<file path="config.mk">
export PLATFORM = sky130hd
export DESIGN_NAME = serial_data_port
export DESIGN_NICKNAME = d
export VERILOG_FILES = /design/src/hdl/serial_port_pkg.sv /design/src/hdl/serial_data_port.sv /design/src/hdl/skid_buffer.sv
export SDC_FILE = /design/constraint.sdc
export NUM_CORES = 1
export LEC_CHECK = 0
export BUFFER_PORTS_ARGS = -buffer_cell sky130_fd_sc_hd__buf_2
export CAP_MARGIN = 20
export CORE_MARGIN = 1
export CORE_UTILIZATION = 58
export CTS_CLUSTER_SIZE = 25
export DETAILED_ROUTE_END_ITERATION = 8
export HOLD_SLACK_MARGIN = 0.03
export PLACE_DENSITY = 0.8
export SLEW_MARGIN = 20
export SYNTH_ARGS = -nofsm -noshare
export SYNTH_HDL_FRONTEND = slang
export SYNTH_SLANG_ARGS = --single-unit
</file>
<file path="constraint.sdc">
create_clock -name clk_in -period 3.65 [get_ports clk_in]
set_clock_uncertainty 0.05 [all_clocks]
set_input_delay 0 -clock clk_in [delete_from_list [all_inputs] [get_ports clk_in]]
set_output_delay 0 -clock clk_in [all_outputs]
set_load 0.02 [all_outputs]
</file>
<file path="src/hdl/serial_port_pkg.sv">
// Summary of operation
// RQ1: one divided crystal clock on pins
// RQ2: pin zero resets to crystal divided 192
// RQ3: code 0x2D shows pin zero drive enable
// RQ4: code 0x2F drives constant level, invertible
// RQ5: host avoids divided clocks during radio activity
// RQ6: frame format 3 selects asynchronous mode
// RQ7: asynchronous mode bypasses packet and buffer
// RQ8: asynchronous mode has no coding features
// RQ9: async transmit input on pin zero
// RQ10: transmit input sampled eight times per bit
// RQ11: host bit period error below one eighth
// RQ12: synchronous mode supplies bit clock
// RQ13: pin zero becomes input during sync transmit
// RQ14: sync transmit latency eight bit periods
// RQ15: sync receive data after nine bits
// RQ16: preamble and sync follow sync mode
// RQ17: host handles preamble when sync off
// RQ18: packet features kept, no address filter
// RQ19: device adds preamble, host sends payload
// RQ20: hard decision two bits, upper for binary
// RQ21: symbol strobe high half symbol period
// RQ22: strobe and decisions usable either mode
// RQ23: serial clock falling sets up receive data
// RQ24: code 0x0C routes sync receive data
// RQ25: code 0x0D routes async receive data
// RQ26: code 0x1D routes symbol strobe
// RQ27: frame format 1 selects synchronous mode
package serial_port_pkg;
	localparam logic [5:0] SEL_SERIAL_CLK   = 6'h0b;
	localparam logic [5:0] SEL_SYNC_DATA    = 6'h0c;
	localparam logic [5:0] SEL_ASYNC_DATA   = 6'h0d;
	localparam logic [5:0] SEL_HARD_HI      = 6'h16;
	localparam logic [5:0] SEL_HARD_LO      = 6'h17;
	localparam logic [5:0] SEL_SYM_STROBE   = 6'h1d;
	localparam logic [5:0] SEL_DEV_READY    = 6'h29;
	localparam logic [5:0] SEL_XTAL_SETTLED = 6'h2b;
	localparam logic [5:0] SEL_DRIVE_EN     = 6'h2d;
	localparam logic [5:0] SEL_HIGH_Z       = 6'h2e;
	localparam logic [5:0] SEL_CONST_LOW    = 6'h2f;
	localparam logic [5:0] SEL_DIV_FIRST    = 6'h30;
	localparam logic [5:0] SEL_DIV_192      = 6'h3f;
	localparam logic [5:0] PIN0_RESET_SEL   = SEL_DIV_192;
	localparam logic [5:0] PIN1_RESET_SEL   = SEL_HIGH_Z;
	localparam logic [5:0] PIN2_RESET_SEL   = 6'h29;
	localparam logic [1:0] FMT_NORMAL       = 2'h0;
	localparam logic [1:0] FMT_SYNC_SERIAL  = 2'h1;
	localparam logic [1:0] FMT_ASYNC_SERIAL = 2'h3;
	localparam int OVERSAMPLE      = 8;
	localparam int TX_LATENCY_BITS = 8;
	localparam int RX_LATENCY_BITS = 9;
	localparam int DIV_CNT_W       = 9;
	typedef enum logic [1:0] {
		LINK_IDLE = 2'b00,
		LINK_TX   = 2'b01,
		LINK_RX   = 2'b10
	} link_state_t;
endpackage

</file>
<file path="src/hdl/serial_data_port.sv">
`timescale 1ns/10ps
`default_nettype none
module serial_data_port
	import serial_port_pkg::*;
#(
	parameter int BIT_DIV = 100  // system clocks per sample tick (1/8 bit)
) (
	input  wire logic       clk_in,          // 25 MHz crystal clock
	input  wire logic       reset_in,        // async reset, high
	input  wire logic [1:0] frame_format_sel_in, // frame format field
	input  wire logic       sync_word_en_in, // preamble/sync enabled
	input  wire logic [5:0] pin_zero_function_sel_in, // pin 0 select
	input  wire logic [5:0] pin_one_function_sel_in,  // pin 1 select
	input  wire logic [5:0] pin_two_function_sel_in,  // pin 2 select
	input  wire logic       pin_sel_load_in, // load selects
	input  wire logic [2:0] pin_output_invert_in, // per pin invert
	input  wire logic       tx_active_in,    // radio transmitting
	input  wire logic       rx_active_in,    // radio receiving
	input  wire logic       four_level_in,   // four-level modulation
	input  wire logic       crystal_settled_in, // oscillator stable
	input  wire logic       gp_pin_zero_in,  // pin 0 input level
	input  wire logic [1:0] rx_symbol_in,    // demod symbol
	input  wire logic       rx_symbol_valid_in, // demod symbol pulse
	output logic            rx_symbol_ready_out, // demod may send
	output logic            tx_bit_out,      // bit to modulator
	output logic            tx_bit_valid_out, // modulator bit pulse
	output logic            bypass_packet_out, // packet/fifo bypass
	output logic            coding_off_out,  // no whiten/fec/manch
	output logic            insert_sync_out, // preamble insertion on
	output logic            addr_filter_en_out, // address filtering
	output logic [2:0]      gp_pin_out,      // pin output levels
	output logic [2:0]      gp_pin_oe_low_out, // pin enable, low drive
	output logic            clock_conflict_out // select rejected
);
	import serial_port_pkg::*;

	// tick counter width and wrap value
	localparam int CNT_W = $clog2(BIT_DIV + 1);
	localparam logic [CNT_W-1:0] DIV_LAST = CNT_W'(BIT_DIV - 1);

	// elaboration checks on what the counters can serve
	if (BIT_DIV < 2) begin : g_div_check
		$error("BIT_DIV must be at least 2");
	end
	if (OVERSAMPLE != 8) begin : g_os_check
		$error("phase counter serves eight samples per bit only");
	end
	if (TX_LATENCY_BITS < 2) begin : g_tx_check
		$error("transmit delay line needs two stages or more");
	end
	if (RX_LATENCY_BITS > 15) begin : g_rx_check
		$error("receive fill counter is four bits wide");
	end
	if (DIV_CNT_W < 7) begin : g_xdiv_check
		$error("divided clock counter too narrow for /192");
	end

	// internal state and decode terms
	logic [5:0]  sel_reg [3];
	logic [2:0]  conflict_flags;
	logic [CNT_W-1:0] tick_cnt_reg;
	logic        sample_tick;
	logic [2:0]  phase_reg;
	logic        bit_tick;
	logic        half_tick;
	logic        async_mode;
	logic        sync_mode;
	link_state_t state_reg;
	logic [TX_LATENCY_BITS-1:0] tx_pipe_reg;
	logic [3:0]  rx_fill_reg;
	logic        rx_data_reg;
	logic [1:0]  hard_reg;
	logic        strobe_reg;
	logic        tx_sample_reg;
	logic        serial_clk;
	logic        buf_valid;
	logic [1:0]  buf_data;
	logic        buf_take;
	logic        pin0_input;
	logic [DIV_CNT_W-1:0] xdiv_cnt_reg;
	logic        xdiv_reg;
	logic [5:0]  div_sel;
	logic        div_active;
	logic [DIV_CNT_W-1:0] div_half;
	logic        ready_low_reg;

	// divided clock half period in crystal cycles; /1 and /1.5
	// cannot be made by toggling a flop, so both run as /2
	function automatic logic [DIV_CNT_W-1:0] half_period(
		input logic [5:0] code);
		case (code)
			6'h30, 6'h31: half_period = 9'd1;
			6'h32: half_period = 9'd1;
			6'h33: half_period = 9'd2;
			6'h34: half_period = 9'd2;
			6'h35: half_period = 9'd3;
			6'h36: half_period = 9'd3;
			6'h37: half_period = 9'd6;
			6'h38: half_period = 9'd8;
			6'h39: half_period = 9'd12;
			6'h3a: half_period = 9'd16;
			6'h3b: half_period = 9'd24;
			6'h3c: half_period = 9'd32;
			6'h3d: half_period = 9'd48;
			6'h3e: half_period = 9'd64;
			default: half_period = 9'd96;
		endcase
	endfunction

	// every code from the first divided clock upward is a clock
	function automatic logic is_div(input logic [5:0] code);
		is_div = (code >= SEL_DIV_FIRST);
	endfunction

	// mode decode
	// any other frame format is normal packet mode
	assign async_mode = (frame_format_sel_in == FMT_ASYNC_SERIAL); // [RQ6]
	assign sync_mode = (frame_format_sel_in == FMT_SYNC_SERIAL); // [RQ27]
	assign bypass_packet_out = async_mode; // [RQ7]
	assign coding_off_out = async_mode; // [RQ8]
	assign insert_sync_out = sync_mode && sync_word_en_in; // [RQ16] [RQ19]
	assign addr_filter_en_out = !sync_mode && !async_mode; // [RQ18]

	// a load offering divided clocks on two pins is refused whole,
	// so a pin never shows a second divided clock
	always_comb begin
		for (int i = 0; i < 3; i++) begin
			conflict_flags[i] = 1'b0;
		end
		conflict_flags[0] = is_div(pin_zero_function_sel_in) &&
			(is_div(pin_one_function_sel_in) ||
			 is_div(pin_two_function_sel_in)); // [RQ1]
		conflict_flags[1] = is_div(pin_one_function_sel_in) &&
			is_div(pin_two_function_sel_in); // [RQ1]
		conflict_flags[2] = 1'b0;
	end

	// pin select registers
	// a refused load keeps all three selects; the flag says why
	always_ff @(posedge clk_in or posedge reset_in) begin
		if (reset_in) begin
			sel_reg[0] <= PIN0_RESET_SEL; // [RQ2]
			sel_reg[1] <= PIN1_RESET_SEL;
			sel_reg[2] <= PIN2_RESET_SEL;
			clock_conflict_out <= 1'b0;
		end else if (pin_sel_load_in) begin
			// the flag is rewritten by every load
			clock_conflict_out <= |conflict_flags;
			if (!(|conflict_flags)) begin // [RQ1]
				sel_reg[0] <= pin_zero_function_sel_in;
				sel_reg[1] <= pin_one_function_sel_in;
				sel_reg[2] <= pin_two_function_sel_in;
			end
		end
	end

	// sample tick divider, eight ticks per bit
	// phase counts sample ticks and wraps once per bit
	always_ff @(posedge clk_in or posedge reset_in) begin
		if (reset_in) begin
			tick_cnt_reg <= '0;
			phase_reg <= 3'd0;
		end else if (tick_cnt_reg == DIV_LAST) begin
			tick_cnt_reg <= '0;
			phase_reg <= phase_reg + 3'd1;
		end else begin
			tick_cnt_reg <= tick_cnt_reg + CNT_W'(1);
		end
	end
	assign sample_tick = (tick_cnt_reg == DIV_LAST); // [RQ10]
	assign bit_tick = sample_tick && (phase_reg == 3'(OVERSAMPLE - 1));
	assign half_tick = sample_tick && (phase_reg == 3'(OVERSAMPLE/2 - 1));
	// low in first half, rises mid-bit for sampling, falls at bit start
	assign serial_clk = phase_reg[2]; // [RQ12] [RQ23]

	// link state
	// transmit wins when both radio states rise together;
	// a receive under way is not cut short by transmit
	always_ff @(posedge clk_in or posedge reset_in) begin
		if (reset_in) begin
			state_reg <= LINK_IDLE;
		end else begin
			case (state_reg)
				LINK_IDLE: begin
					if (tx_active_in) state_reg <= LINK_TX;
					else if (rx_active_in) state_reg <= LINK_RX;
				end
				LINK_TX: begin
					if (!tx_active_in) state_reg <= LINK_IDLE;
				end
				LINK_RX: begin
					if (!rx_active_in) state_reg <= LINK_IDLE;
				end
				default: state_reg <= LINK_IDLE;
			endcase
		end
	end

	// pin zero becomes input while transmitting in serial modes
	// normal mode leaves pin zero an output unless its select is high-z
	assign pin0_input = (state_reg == LINK_TX) &&
		(sync_mode || async_mode); // [RQ9] [RQ13]

	// transmit: async oversampled, sync sampled at rising clock edge
	// async forwards every sample raw to the modulator;
	// sync catches the bit at the rising serial clock and
	// lets it out of the delay line eight bits later
	always_ff @(posedge clk_in or posedge reset_in) begin
		if (reset_in) begin
			tx_sample_reg <= 1'b0;
			tx_pipe_reg <= '0;
			tx_bit_out <= 1'b0;
			tx_bit_valid_out <= 1'b0;
		end else begin
			tx_bit_valid_out <= 1'b0;
			if (pin0_input && async_mode && sample_tick) begin
				tx_bit_out <= gp_pin_zero_in; // [RQ10]
				tx_bit_valid_out <= 1'b1;
			end
			// rising serial clock: host data has settled
			if (pin0_input && sync_mode && half_tick) begin
				tx_sample_reg <= gp_pin_zero_in; // [RQ23]
			end
			// bit start: shift the delay line
			if (pin0_input && sync_mode && bit_tick) begin
				tx_pipe_reg <= {tx_pipe_reg[TX_LATENCY_BITS-2:0],
					tx_sample_reg};
				tx_bit_out <= tx_pipe_reg[TX_LATENCY_BITS-1]; // [RQ14]
				tx_bit_valid_out <= 1'b1;
			end
		end
	end

	// symbol buffer between demodulator and outputs
	// one word leaves per bit tick; the second entry holds a
	// word that arrives while the head waits, so none is lost
	skid_buffer #(.WIDTH(2)) sym_buf (
		.clk_in     (clk_in),
		.reset_in   (reset_in),
		.s_valid_in (rx_symbol_valid_in),
		.s_ready_out(rx_symbol_ready_out),
		.s_data_in  (rx_symbol_in),
		.m_valid_out(buf_valid),
		.m_ready_in (buf_take),
		.m_data_out (buf_data)
	);
	assign buf_take = bit_tick;

	// receive: data and hard decisions change at bit start
	// the fill counter stops at its limit so it never wraps;
	// two-level symbols carry data in the upper bit only
	always_ff @(posedge clk_in or posedge reset_in) begin
		if (reset_in) begin
			rx_fill_reg <= 4'd0;
			rx_data_reg <= 1'b0;
			hard_reg <= 2'b00;
			strobe_reg <= 1'b0;
		end else begin
			// fill counts bits since reception started
			if (state_reg != LINK_RX) begin
				rx_fill_reg <= 4'd0;
			end else if (bit_tick &&
				rx_fill_reg != 4'(RX_LATENCY_BITS)) begin
				rx_fill_reg <= rx_fill_reg + 4'd1; // [RQ15]
			end
			// a new symbol each bit tick; the strobe falls mid-symbol
			if (bit_tick && buf_valid) begin
				hard_reg <= four_level_in ? buf_data
					: {buf_data[1], 1'b0}; // [RQ20]
				strobe_reg <= 1'b1; // [RQ21] [RQ22]
				if (rx_fill_reg == 4'(RX_LATENCY_BITS - 1) ||
					rx_fill_reg == 4'(RX_LATENCY_BITS)) begin
					rx_data_reg <= buf_data[1]; // [RQ15]
				end
			end else if (half_tick) begin
				strobe_reg <= 1'b0; // [RQ21]
			end
		end
	end

	// divided crystal clock, one generator shared by the pins
	// at most one pin can hold a divided clock, so sharing is safe
	always_comb begin
		div_sel = SEL_DIV_192;
		div_active = 1'b0;
		// lowest pin index wins
		for (int i = 2; i >= 0; i--) begin
			if (is_div(sel_reg[i])) begin
				div_sel = sel_reg[i];
				div_active = 1'b1;
			end
		end
	end
	assign div_half = half_period(div_sel);

	// counter restarts while no pin shows a divided clock;
	// ready flag is registered so the pin never glitches
	always_ff @(posedge clk_in or posedge reset_in) begin
		if (reset_in) begin
			xdiv_cnt_reg <= '0;
			xdiv_reg <= 1'b0;
			ready_low_reg <= 1'b1;
		end else begin
			ready_low_reg <= !crystal_settled_in;
			if (!div_active) begin
				xdiv_cnt_reg <= '0;
			end else if (xdiv_cnt_reg + 9'd1 >= div_half) begin
				xdiv_cnt_reg <= '0;
				xdiv_reg <= ~xdiv_reg;
			end else begin
				xdiv_cnt_reg <= xdiv_cnt_reg + 9'd1;
			end
		end
	end

	// output selector per pin
	// codes with no source in this block read as low
	function automatic logic pin_level(input logic [5:0] code);
		if (code == SEL_SERIAL_CLK) pin_level = serial_clk;
		else if (code == SEL_SYNC_DATA) pin_level = rx_data_reg; // [RQ24]
		else if (code == SEL_ASYNC_DATA) pin_level = hard_reg[1]; // [RQ25]
		else if (code == SEL_HARD_HI) pin_level = hard_reg[1];
		else if (code == SEL_HARD_LO) pin_level = hard_reg[0];
		else if (code == SEL_SYM_STROBE) pin_level = strobe_reg; // [RQ26]
		else if (code == SEL_DEV_READY) pin_level = ready_low_reg;
		else if (code == SEL_XTAL_SETTLED) pin_level = !ready_low_reg;
		else if (code == SEL_DRIVE_EN) pin_level = !pin0_input; // [RQ3]
		else if (code == SEL_CONST_LOW) pin_level = 1'b0; // [RQ4]
		else if (is_div(code)) pin_level = xdiv_reg;
		else pin_level = 1'b0;
	endfunction

	// a high-z select releases the pin; transmit in serial
	// modes releases pin zero whatever its select says
	always_comb begin
		for (int i = 0; i < 3; i++) begin
			gp_pin_out[i] = pin_level(sel_reg[i]) ^ pin_output_invert_in[i];
			gp_pin_oe_low_out[i] = (sel_reg[i] == SEL_HIGH_Z);
		end
		if (pin0_input) begin
			gp_pin_oe_low_out[0] = 1'b1; // [RQ9] [RQ13]
		end
	end
endmodule // serial_data_port
`default_nettype wire

</file>
<file path="src/hdl/skid_buffer.sv">
`timescale 1ns/10ps
`default_nettype none
module skid_buffer #(
	parameter int WIDTH = 2
) (
	input  wire logic             clk_in,    // system clock
	input  wire logic             reset_in,  // async reset
	input  wire logic             s_valid_in, // source valid
	output logic                  s_ready_out, // room available
	input  wire logic [WIDTH-1:0] s_data_in, // source word
	output logic                  m_valid_out, // word present
	input  wire logic             m_ready_in, // sink accepts
	output logic [WIDTH-1:0]      m_data_out // head word
);
	logic [WIDTH-1:0] mem_reg [2];
	logic             rd_ptr_reg;
	logic             wr_ptr_reg;
	logic [1:0]       count_reg;
	logic             push;
	logic             pop;

	if (WIDTH < 1) begin : g_width_check
		$error("skid_buffer width must be positive");
	end

	// handshake terms
	assign s_ready_out = (count_reg != 2'd2);
	assign m_valid_out = (count_reg != 2'd0);
	assign push = s_valid_in && s_ready_out;
	assign pop = m_valid_out && m_ready_in;
	assign m_data_out = mem_reg[rd_ptr_reg];

	// storage
	always_ff @(posedge clk_in) begin
		if (push) begin
			mem_reg[wr_ptr_reg] <= s_data_in;
		end
	end

	// pointers and occupancy
	always_ff @(posedge clk_in or posedge reset_in) begin
		if (reset_in) begin
			rd_ptr_reg <= 1'b0;
			wr_ptr_reg <= 1'b0;
			count_reg <= 2'd0;
		end else begin
			if (push) wr_ptr_reg <= ~wr_ptr_reg;
			if (pop) rd_ptr_reg <= ~rd_ptr_reg;
			count_reg <= count_reg + {1'b0, push} - {1'b0, pop};
		end
	end
endmodule // skid_buffer
`default_nettype wire

</file>
======== Word-level counts from Yosys, hierarchy flattened ========
Memories as Yosys holds them, arrays and structs flattened.
Cells that the tools add are included.
W data, S select, Z words.
cells by class
  add/sub/neg operators ................... 6
  magnitude comparators ................... 7
  eq/ne operators ......................... 48
  multiplexer cells ....................... 59
  bitwise operators ....................... 7
  reduce and logical (&&, ||, !) cells .... 33
operators with widths
  operator               number
  $eq A6 B6 Y1 const B   15
  $eq A6 B4 Y1 const B   9
  $eq A6 B5 Y1 const B   9
  $mux W1                46
  $ge A6 B6 Y1 const B   6
  $mux W6                3
  $mux W9                2
  $logic_and A1 B1 Y1    15
  $add A9 B1 Y9 const B  1
  $ge A9 B9 Y1           1
  $eq A4 B4 Y1 const B   2
  $mux W2                4
  $mux W4                2
  $ne A2 B2 Y1 const B   4
  $reduce_bool A2 Y1     4
  $add A7 B1 Y7 const B  1
  $eq A7 B7 Y1 const B   1
  $mux W7                1
  $pmux W2 S3            1
  $reduce_and A2 Y1      3
  $logic_not A1 Y1       5
  $add A4 B1 Y4 const B  1
  $eq A2 B1 Y1 const B   2
  $eq A2 B2 Y1 const B   2
  other kinds (13)       20
word-level totals
  register bits ........................... 65
  bits in writable memories ............... 4
  memory bits (read-only) ................. 448
  input port bits ......................... 35
  output and inout port bits .............. 14
  word-level logic and storage cells ...... 183
  memories ................................ 2
memories
  name              depth  bits a word  rd ports  clocked after Yosys merged registers in  wr ports  RTL line                RTL
  (name not given)  64     7            1         0                                        0         serial_data_port.sv:91  case (code)
  sym_buf.mem_reg   2      2            1         0                                        1         skid_buffer.sv:15       logic [WIDTH-1:0] mem_reg [2];

======== Depth between registers and ports, before layout ========
Gate-level depths: netlist of the first run.
  word-level depth ........................ 14
  gate-level depth with buffers ........... 15
  depth with buffers taken out ............ 15

======== Hierarchy ========
From an unflattened synthesis of the first run, not the netlist that was laid out.
unflattened totals
  cell total of the unflattened synthesis .. 410
  area total of the unflattened synthesis .. 4157.7 um^2
by module, submodules not included
  module            times used  cells an instance  area each (um^2)  seq. area each (um^2)
  serial_data_port  1           386                3812.4            1544.0
  skid_buffer       1           24                 345.3             220.2

======== Least setup slack after synthesis of the first run ========
No wires, ideal clock.
  path kind ............................... register to register
  from .................................... reg sel_reg[11] (netlist name)
  to ...................................... reg xdiv_cnt_reg[2]
  library setup time ...................... 0.075 ns
  arrival ................................. 3.013 ns
  data required time ...................... 3.525 ns
  slack ................................... 0.512 ns
  stages on the path, launching flop included .. 16
  path buffers ............................ 0
  clock period less this slack ............ 3.138 ns
  cell sequence ........................... dfstp_2 nand2_1 nand3_1 o22ai_1 nand2_1 o21a_1 inv_1 ha_1 or3_1 ha_1 a21oi_1 a21boi_0 o31a_1 o31ai_1 nand3_1 nor2b_1
between the ends
  word-level cells in the longest chain between the ends .. 7
  elaborated cells on any way between the ends .. 9
  classes of those cells .................. order compare (2); mux (6); memory (1)
RTL lines
  element                RTL line                 RTL
  start, declared        serial_data_port.sv:59   logic [5:0] sel_reg [3];
  $ge A6 B6 Y1           serial_data_port.sv:112  is_div = (code >= SEL_DIV_FIRST);
  $mux W6 (2 in series)  serial_data_port.sv:288  if (is_div(sel_reg[i])) begin
  $mem_v2 Z64 W7         --
  $ge A9 B9 Y1           serial_data_port.sv:307  end else if (xdiv_cnt_reg + 9'd1 >= div_half) begin
  $mux W9                serial_data_port.sv:307
  $mux W9 (*)            serial_data_port.sv:305  if (!div_active) begin
  end signal, assigned   serial_data_port.sv:311  xdiv_cnt_reg <= xdiv_cnt_reg + 9'd1;
  end, declared          serial_data_port.sv:80   logic [DIV_CNT_W-1:0] xdiv_cnt_reg;
Every way passes the cells marked *; elsewhere a longest branch is shown, timed or not.
A chain may end at the register's enable or synchronous reset.

======== Final worst setup path of the first run ========
  from .................................... reg sel_reg[11] (netlist name)
  to ...................................... reg xdiv_reg
between the ends
  word-level cells in the longest chain between the ends .. 6
  elaborated cells on any way between the ends .. 8
  classes of those cells .................. order compare (2); mux (4); reduce/logical (1); memory (1)
RTL lines
  element                          RTL line                 RTL
  $ge A6 B6 Y1                     serial_data_port.sv:112
  $mux W6 (2 in series)            serial_data_port.sv:288
  $mem_v2 Z64 W7                   --
  $ge A9 B9 Y1                     serial_data_port.sv:307
  $reduce_and A2 Y1 (no line) (*)  --
  end signal, assigned             serial_data_port.sv:309  xdiv_reg <= ~xdiv_reg;
  end, declared                    serial_data_port.sv:81   logic xdiv_reg;
Marks and branches as above.

==> results of run 1 <==
final cells by class:
type | instances | area share
clock buffers | 9 | 0.02609
clock inverters | 7 | 0.01080
inverters | 21 | 0.01660
multi-input cells | 290 | 0.4340
flip-flops and latches | 69 | 0.3715
well taps | 77 | 0.02029
repair buffers | 82 | 0.1207
routing by layer:
| metal | share of wire | routed length [µm] | vias to the layer above | GRT usage |
|---|---|---|---|---|
| met5 | 0 | 0 | - | 0 |
| met4 | 0.016 | 138 | 0 | 0.09399 |
| met3 | 0.049 | 430 | 14 | 0.06490 |
| met2 | 0.52 | 4545 | 111 | 0.4627 |
| met1 | 0.42 | 3707 | 1567 | 0.3355 |
| li1 | - | - | 1551 | - |
cell usage in the layout (no fill, tap or decap), drive strengths merged, types with 14 or more instances in the layout:
cell / instances
nand3: 17
mux2: 27
nor2: 29
inv: 22
ha: 21
dfrtp: 51
dfstp: 14
nand2: 44
buf: 51
o21ai: 14
dlygate4sd3: 31
power by group through the flow:
stage	clock [mW]	sequential (mW)	combinational (mW)
global placement	0	0.959	0.436
CTS	0.572	0.949	0.488
detailed placement	0	0.964	0.462
global route	0.603	0.963	0.557
finish	0.562	0.954	0.501
floorplan	0	0.906	0.386
worst max path at each step:
stage / end / slack [ps] / cells after the start
2_1_floorplan: xdiv_cnt_reg[2] / 510 / 15
3_3_place_gp: xdiv_cnt_reg[2] / 350 / 15
3_5_place_dp: xdiv_cnt_reg[3] / 130 / 15
4_1_cts: xdiv_cnt_reg[3] / 100 / 15
5_1_grt: xdiv_cnt_reg[5] / -40 / 15
6_report: xdiv_reg / 150 / 15
tightest hold or removal path, delay by kind of cell:
family	cells	cell delay (ps)
xor+xnor	1	50
buf+inv	2	230
kinds of logic after synthesis:
| group | after synthesis | share of synthesized area |
|---|---|---|
| fa+ha+maj | 21 | 0.06608 |
| mux | 33 | 0.09157 |
| simple gates | 150 | 0.1938 |
| flops | 69 | 0.4437 |
| buf+inv | 39 | 0.04279 |
| compound gates | 62 | 0.1126 |
| xor+xnor | 22 | 0.04846 |
| other cells | 1 | 0.0009431 |
timing repair:
item                                    4_1_cts  5_1_grt
endpoints found under the setup margin        0        8
gates resized for setup                       0        3
hold buffers                                 31        0
setup buffers                                 0        0
hold endpoints to repair                     65        0
==> metrics.csv, run 1 <==
stage,metric,value,unit
outcome,run_status,finished with violations,
outcome,violations,design-rule violations,
final_layout,fillers,480,
critical_path,r2r_cells,15,
pwr,pwr-share-clk,0.278,
timing,hold_viol_final,0,
route,vias,3243,
clock_tree,cts_sinks,69,
clock_tree,cts_made_buffers,9,
pwr,ir_worst_vdd,0.0004470,V
critical_path,rr_startpoint,sel_reg[11],
final_layout,regArea,1764,µm²
placement,dp_cells,508,
timing,fin_crit_sh,0.9583,
critical_path,crit_slowest_cell,dfstp_2,
timing,max_freq,0.2859,GHz
min_path,hp-class,input port to primary output,
placement,post-place-ws,134.7,ps
synth,synthTopCellsByArea,"dfrtp_1 (32%), dfstp_2 (9.3%), mux2_2 (7.6%), ha_1 (6.6%), nand2_1 (4.1%)",
critical_path,crit_family,compound AO/OA/AOI/OAI gates,
min_path,hold_start,pin_output_invert_in[1],
synth,yosysMostFrequentCell,dfrtp_1,
min_path,holdPathEnd,gp_pin_out[1],
critical_path,path_buf_inv,1,
final_layout,layout.nets,529,
critical_path,ff2ff_setup_slack,150,ps
route,wirelength,8821,µm
clock_tree,root_buffer,clkbuf_8,
synth,yosys-top-cells-count,"dfrtp_1 (51), nand2_1 (43), nor2_1 (29)",
synth,synthArstFlopShare,0.9420,
final_layout,drive_above_1_share,0.2510,
floorplanning,io_pins,49,
clock_tree,cts_buffer_depth,2,
route,drc_errors,3,
critical_path,crit_type,register to register,
timing,fin_ws,152.1,ps
synth,syn_area_per_cell,10.02,µm²
timing,tns,0,ps
clock_tree,clock_latency,350,ps
final_layout,largest_reg_flops,18,
pwr,power_frac_comb,0.249,
route,drtIter0Drc,231,
clock_tree,cts_tree,built,
placement,gp_congestion,0.9193,
pwr,internal_power,1.337,mW
pwr,p_switching,679.3,µW
critical_path,r2r_end,xdiv_reg,
floorplanning,start_util,0.6122,
synth,yosys.area.top_type,dfrtp_1,
route,antenna_left,0,
timing,slew_viol_final,0,
floorplanning,die_x,84.80,µm
timing,period_needed,3498,ps
route,first_pass_iters,9,
critical_path,crit_path_end_kind,register,
timing,worst_pin_slew,880.9,ps
final_layout,utilization,0.7311,
clock_tree,clk_pin_slew_worst_paths,80,ps
grt,grt_pass1_vias,3250,
pwr,power_frac_seq,0.473,
grt,grt-ovfl-total,0,
route,wl_per_cell,15.89,µm
run,cap_violations,0,
synth,synth_cells,397,
critical_path,cpPeakStageDelay,580,ps
placement,io_buffer_count,48,
route,viasPerCell,5.843,
timing,relSlewSlack,0.4119,
synth,synth_top_area_frac,0.3210,
pwr,power.total,2.017,mW
floorplanning,num_rows,29,
final_layout,diodes,0,
pwr,power_leakage,2.217,nW
final_layout,final_area,4748,µm²
synth,ys_types,57,
clock_tree,cts_max_level,3,
final_layout,multi_input_area,2061,µm²
final_layout,syn_to_final_growth,19.41,%
timing,finalSetupViolCount,0,
grt,grt_pass1_wl,15020,µm
timing,hold_slack,235.4,ps
critical_path,start_kind,register,
min_path,worstHoldPathCells,3,
synth,synth-seq-cells,69,
grt,antenna_found_initial,0,
pwr,power_density,424.7,nW/µm²
synth,synth_edf_count,4,
final_layout,final_cells,555,
floorplanning,dieArea,7191,µm²
pwr,sw_frac_of_total,0.3369,
grt,grt_max_degree,43,
critical_path,cp-startpoint,sel_reg[11],
critical_path,worstPathRequired,3820,ps
synth,synthesis.area,3976,µm²
placement,hpwlAfterDp,6033,µm
critical_path,cp.arrival,3670,ps
synth,synth_ff_type,dfrtp_1,
critical_path,crit_path_max_fanout,6,
grt,grt.total_usage,0.2702,
floorplanning,die_h,84.80,µm
synth,ys_warn_count,0,
critical_path,worstPathCellList,nand2_1 > nand3_2 > o22ai_1 > nand2_1 > o21a_1 > inv_1 > ha_1 > or3_1 > ha_1 > a21oi_1 > a21boi_0 > o31a_1 > o31ai_2 > a21boi_0 > xor2_1,
synth,seq_area_frac_synth,0.4437,
placement,postPlaceCellArea,4248,µm²
floorplanning,core,6495,µm²
No activity file was read; power rests on OpenSTA's default activity.
==> inputs of run 2 (changes only) <==
--- a/config.mk
+++ b/config.mk
@@ -7,7 +7,7 @@
 export LEC_CHECK = 0
 export BUFFER_PORTS_ARGS = -buffer_cell sky130_fd_sc_hd__buf_2
 export CAP_MARGIN = 20
-export CORE_MARGIN = 1
+export CORE_MARGIN = 2
 export CORE_UTILIZATION = 58
 export CTS_CLUSTER_SIZE = 25
 export DETAILED_ROUTE_END_ITERATION = 8
==> run 2 against run 1 <==
Net effect: global-route usage is 2.4 points lower; sequential cell count stayed put; wire length is 1.4% higher; via count is 0.28% higher; critical path type unchanged; critical endpoint unchanged; die area is 4.8% higher; clock-buffer cell count is 1 higher; register-to-register slack better by 80 ps; sequential power hardly changed; sequential share of layout area is 0.46 points lower; the run now ends clean; largest power group unchanged; critical path depth stayed put; maximum frequency is 2.3% higher.
==> metrics.csv, run 2 (same netlist as run 1, synthesis figures left out) <==
stage,metric,value,unit,change
pwr,pwr-share-clk,0.333,,+0.055
clock_tree,cts_sinks,69,,unchanged
clock_tree,clock_latency,350,ps,about the same
timing,period_needed,3418,ps,-79.69 ps
critical_path,crit_path_max_fanout,6,,unchanged
floorplanning,num_rows,30,,+3.4%
clock_tree,cts_tree,built,,
timing,worst_pin_slew,762.2,ps,-118.7 ps
route,antenna_left,0,,unchanged
critical_path,crit_path_end_kind,register,,
final_layout,fillers,476,,-0.83%
final_layout,largest_reg_flops,18,,unchanged
floorplanning,die_h,86.80,µm,+2.4%
final_layout,utilization,0.7156,,-0.01543
final_layout,regArea,1764,µm²,unchanged
critical_path,start_kind,register,,
final_layout,final_cell_mix,"dfrtp_1 (51), buf_2 (48), nand2_1 (43), dlygate4sd3_1 (31), nor2_1 (29)",,
final_layout,final_area,4808,µm²,+1.3%
placement,io_buffer_count,48,,unchanged
clock_tree,post_cts_buffers,0,,unchanged
critical_path,cp-startpoint,sel_reg[11],,
final_layout,multi_input_area,2061,µm²,unchanged
critical_path,worstPathRequired,3830,ps,about the same
clock_tree,clk_pin_slew_worst_paths,70,ps,about the same
timing,max_freq,0.2925,GHz,+2.3%
final_layout,drive_above_1_share,0.2510,,unchanged
pwr,power_frac_comb,0.227,,-0.022
final_layout,diodes,0,,unchanged
timing,finalSetupViolCount,0,,unchanged
final_layout,final_common_cell,dfrtp_1,,
pwr,p_switching,670.7,µW,-1.3%
route,viasPerCell,5.828,,-0.26%
outcome,run_status,"complete, no violations",,
placement,dp_cells,511,,+0.59%
floorplanning,io_pins,49,,unchanged
route,drtIter0Drc,243,,+5.2%
clock_tree,cts_made_buffers,9,,unchanged
timing,slew_viol_final,0,,unchanged
final_layout,syn_to_final_growth,20.93,%,
timing,hold_viol_final,0,,unchanged
critical_path,rr_startpoint,sel_reg[11],,
floorplanning,dieArea,7534,µm²,+4.8%
floorplanning,start_util,0.5918,,-0.02041
clock_tree,root_buffer,clkbuf_8,,
pwr,power_leakage,2.244,nW,+1.2%
route,highest_layer,met4,,
grt,antenna_found_initial,0,,unchanged
route,drc_errors,0,,-3
min_path,hold_start,pin_output_invert_in[2],,
route,drt-met1-wl,3813,µm,+2.9%
grt,grt-ovfl-total,0,,unchanged
pwr,ir_worst_vdd,0.0004460,V,-0.24%
floorplanning,core,6719,µm²,+3.4%
grt,grt_pass1_wl,14310,µm,-4.7%
floorplanning,die_x,86.80,µm,+2.4%
critical_path,worstPathCellList,nand2_1 > nand3_2 > o22ai_1 > nand2_1 > o21a_1 > inv_1 > ha_1 > or3_1 > ha_1 > a21oi_1 > a21boi_0 > o31a_1 > o31ai_2 > a21boi_0 > xor2_1,,
timing,fin_ws,231.8,ps,+79.69 ps
timing,relSlewSlack,0.4912,,+0.07928
route,wl_met2,4412,µm,-2.9%
grt,grt_max_degree,37,,-14%
route,wirelength,8943,µm,+1.4%
clock_tree,cts_buffer_depth,2,,unchanged
critical_path,crit_slowest_cell,dfstp_2,,
timing,fin_crit_sh,0.9365,,-0.02183
pwr,sw_frac_of_total,0.3097,,-0.02711
grt,grt.total_usage,0.2464,,-0.02384
grt,grt_pass1_vias,3060,,-5.8%
route,wl_per_cell,16.03,µm,+0.84%
critical_path,cpPeakStageDelay,580,ps,about the same
placement,gp_congestion,0.9447,,+2.8%
pwr,power_frac_seq,0.440,,-0.033
run,cap_violations,0,,unchanged
placement,postPlaceCellArea,4252,µm²,about the same
placement,hpwlAfterDp,5901,µm,-2.2%
final_layout,final_cells,558,,+0.54%
pwr,power_density,450.3,nW/µm²,+6.0%
pwr,power.total,2.165,mW,+7.4%
placement,post-place-ws,180.6,ps,+45.92 ps
critical_path,crit_type,register to register,,
pwr,internal_power,1.495,mW,+12%
route,first_pass_iters,5,,-4
clock_tree,cts_max_level,3,,unchanged
critical_path,cp.arrival,3600,ps,-70 ps
min_path,hp-class,input port to primary output,,
final_layout,layout.nets,529,,unchanged
route,vias,3252,,+0.28%
route,wl_met3,509,µm,+18%
==> run 2: stage by stage <==
step | hold slack (ps) | setup TNS, ps
after floorplan | -23.81 | 0
after global placement | 78.75 | 0
after detailed placement | 81.75 | 0
after CTS | 214.5 | 0
after global routing | 265.4 | -18.89
final | 239.4 | 0
==> run 2: layout make-up <==
class                           instances  share of cell area
Multi-Input combinational cell        290              0.4286
Sequential cell                        69              0.3669
Timing Repair Buffer                   82              0.1192
Clock buffer                           10             0.02862
Tap cell                               80             0.02082
Clock inverter                          6             0.01952
Inverter                               21             0.01639
==> run 2: path summary, 6_finish.rpt <==
check	slack, ps	cells after the start	end
worst min-delay path	240	3	gp_pin_out[2]
worst min register to register	410	1	tick_cnt_reg[0]
worst max-delay path	230	15	xdiv_reg
min in group asynchronous	270	3	tick_cnt_reg[6]
max in group asynchronous	2340	4	sel_reg[12]
worst max register to register	230	15	xdiv_reg
==> run 2: what timing repair did <==
item / CTS / global route
resized for setup: 0 / 3
setup endpoints to repair: 0 / 8
endpoints found under the hold margin: 69 / 0
hold buffers: 31 / 0
==> run 2: power groups by stage <==
stage | Clock (mW) | Sequential [mW] | Combinational, mW
3_5_place_dp | 0 | 0.964 | 0.453
2_1_floorplan | 0 | 0.906 | 0.386
6_report | 0.720 | 0.953 | 0.492
4_1_cts | 0.730 | 0.949 | 0.480
3_3_place_gp | 0 | 0.958 | 0.435
5_1_grt | 0.761 | 0.962 | 0.548
==> run 2: routing by layer <==
layer	global-route usage	up-vias
met2	0.3969	119
met4	0.1136	0
li1	-	1553
met1	0.3275	1557
met3	0.03810	23
met5	0	-
==> run 2: critical path: cells and delay by family, from the launching register on <==
family,cells,cell delay (ps)
buffers and inverters,1,60
AND/OR/NAND/NOR,4,750
XOR/XNOR,1,160
adder cells (fa/ha/maj),2,500
AO/OA/AOI/OAI,7,1200
flip-flops,1,580
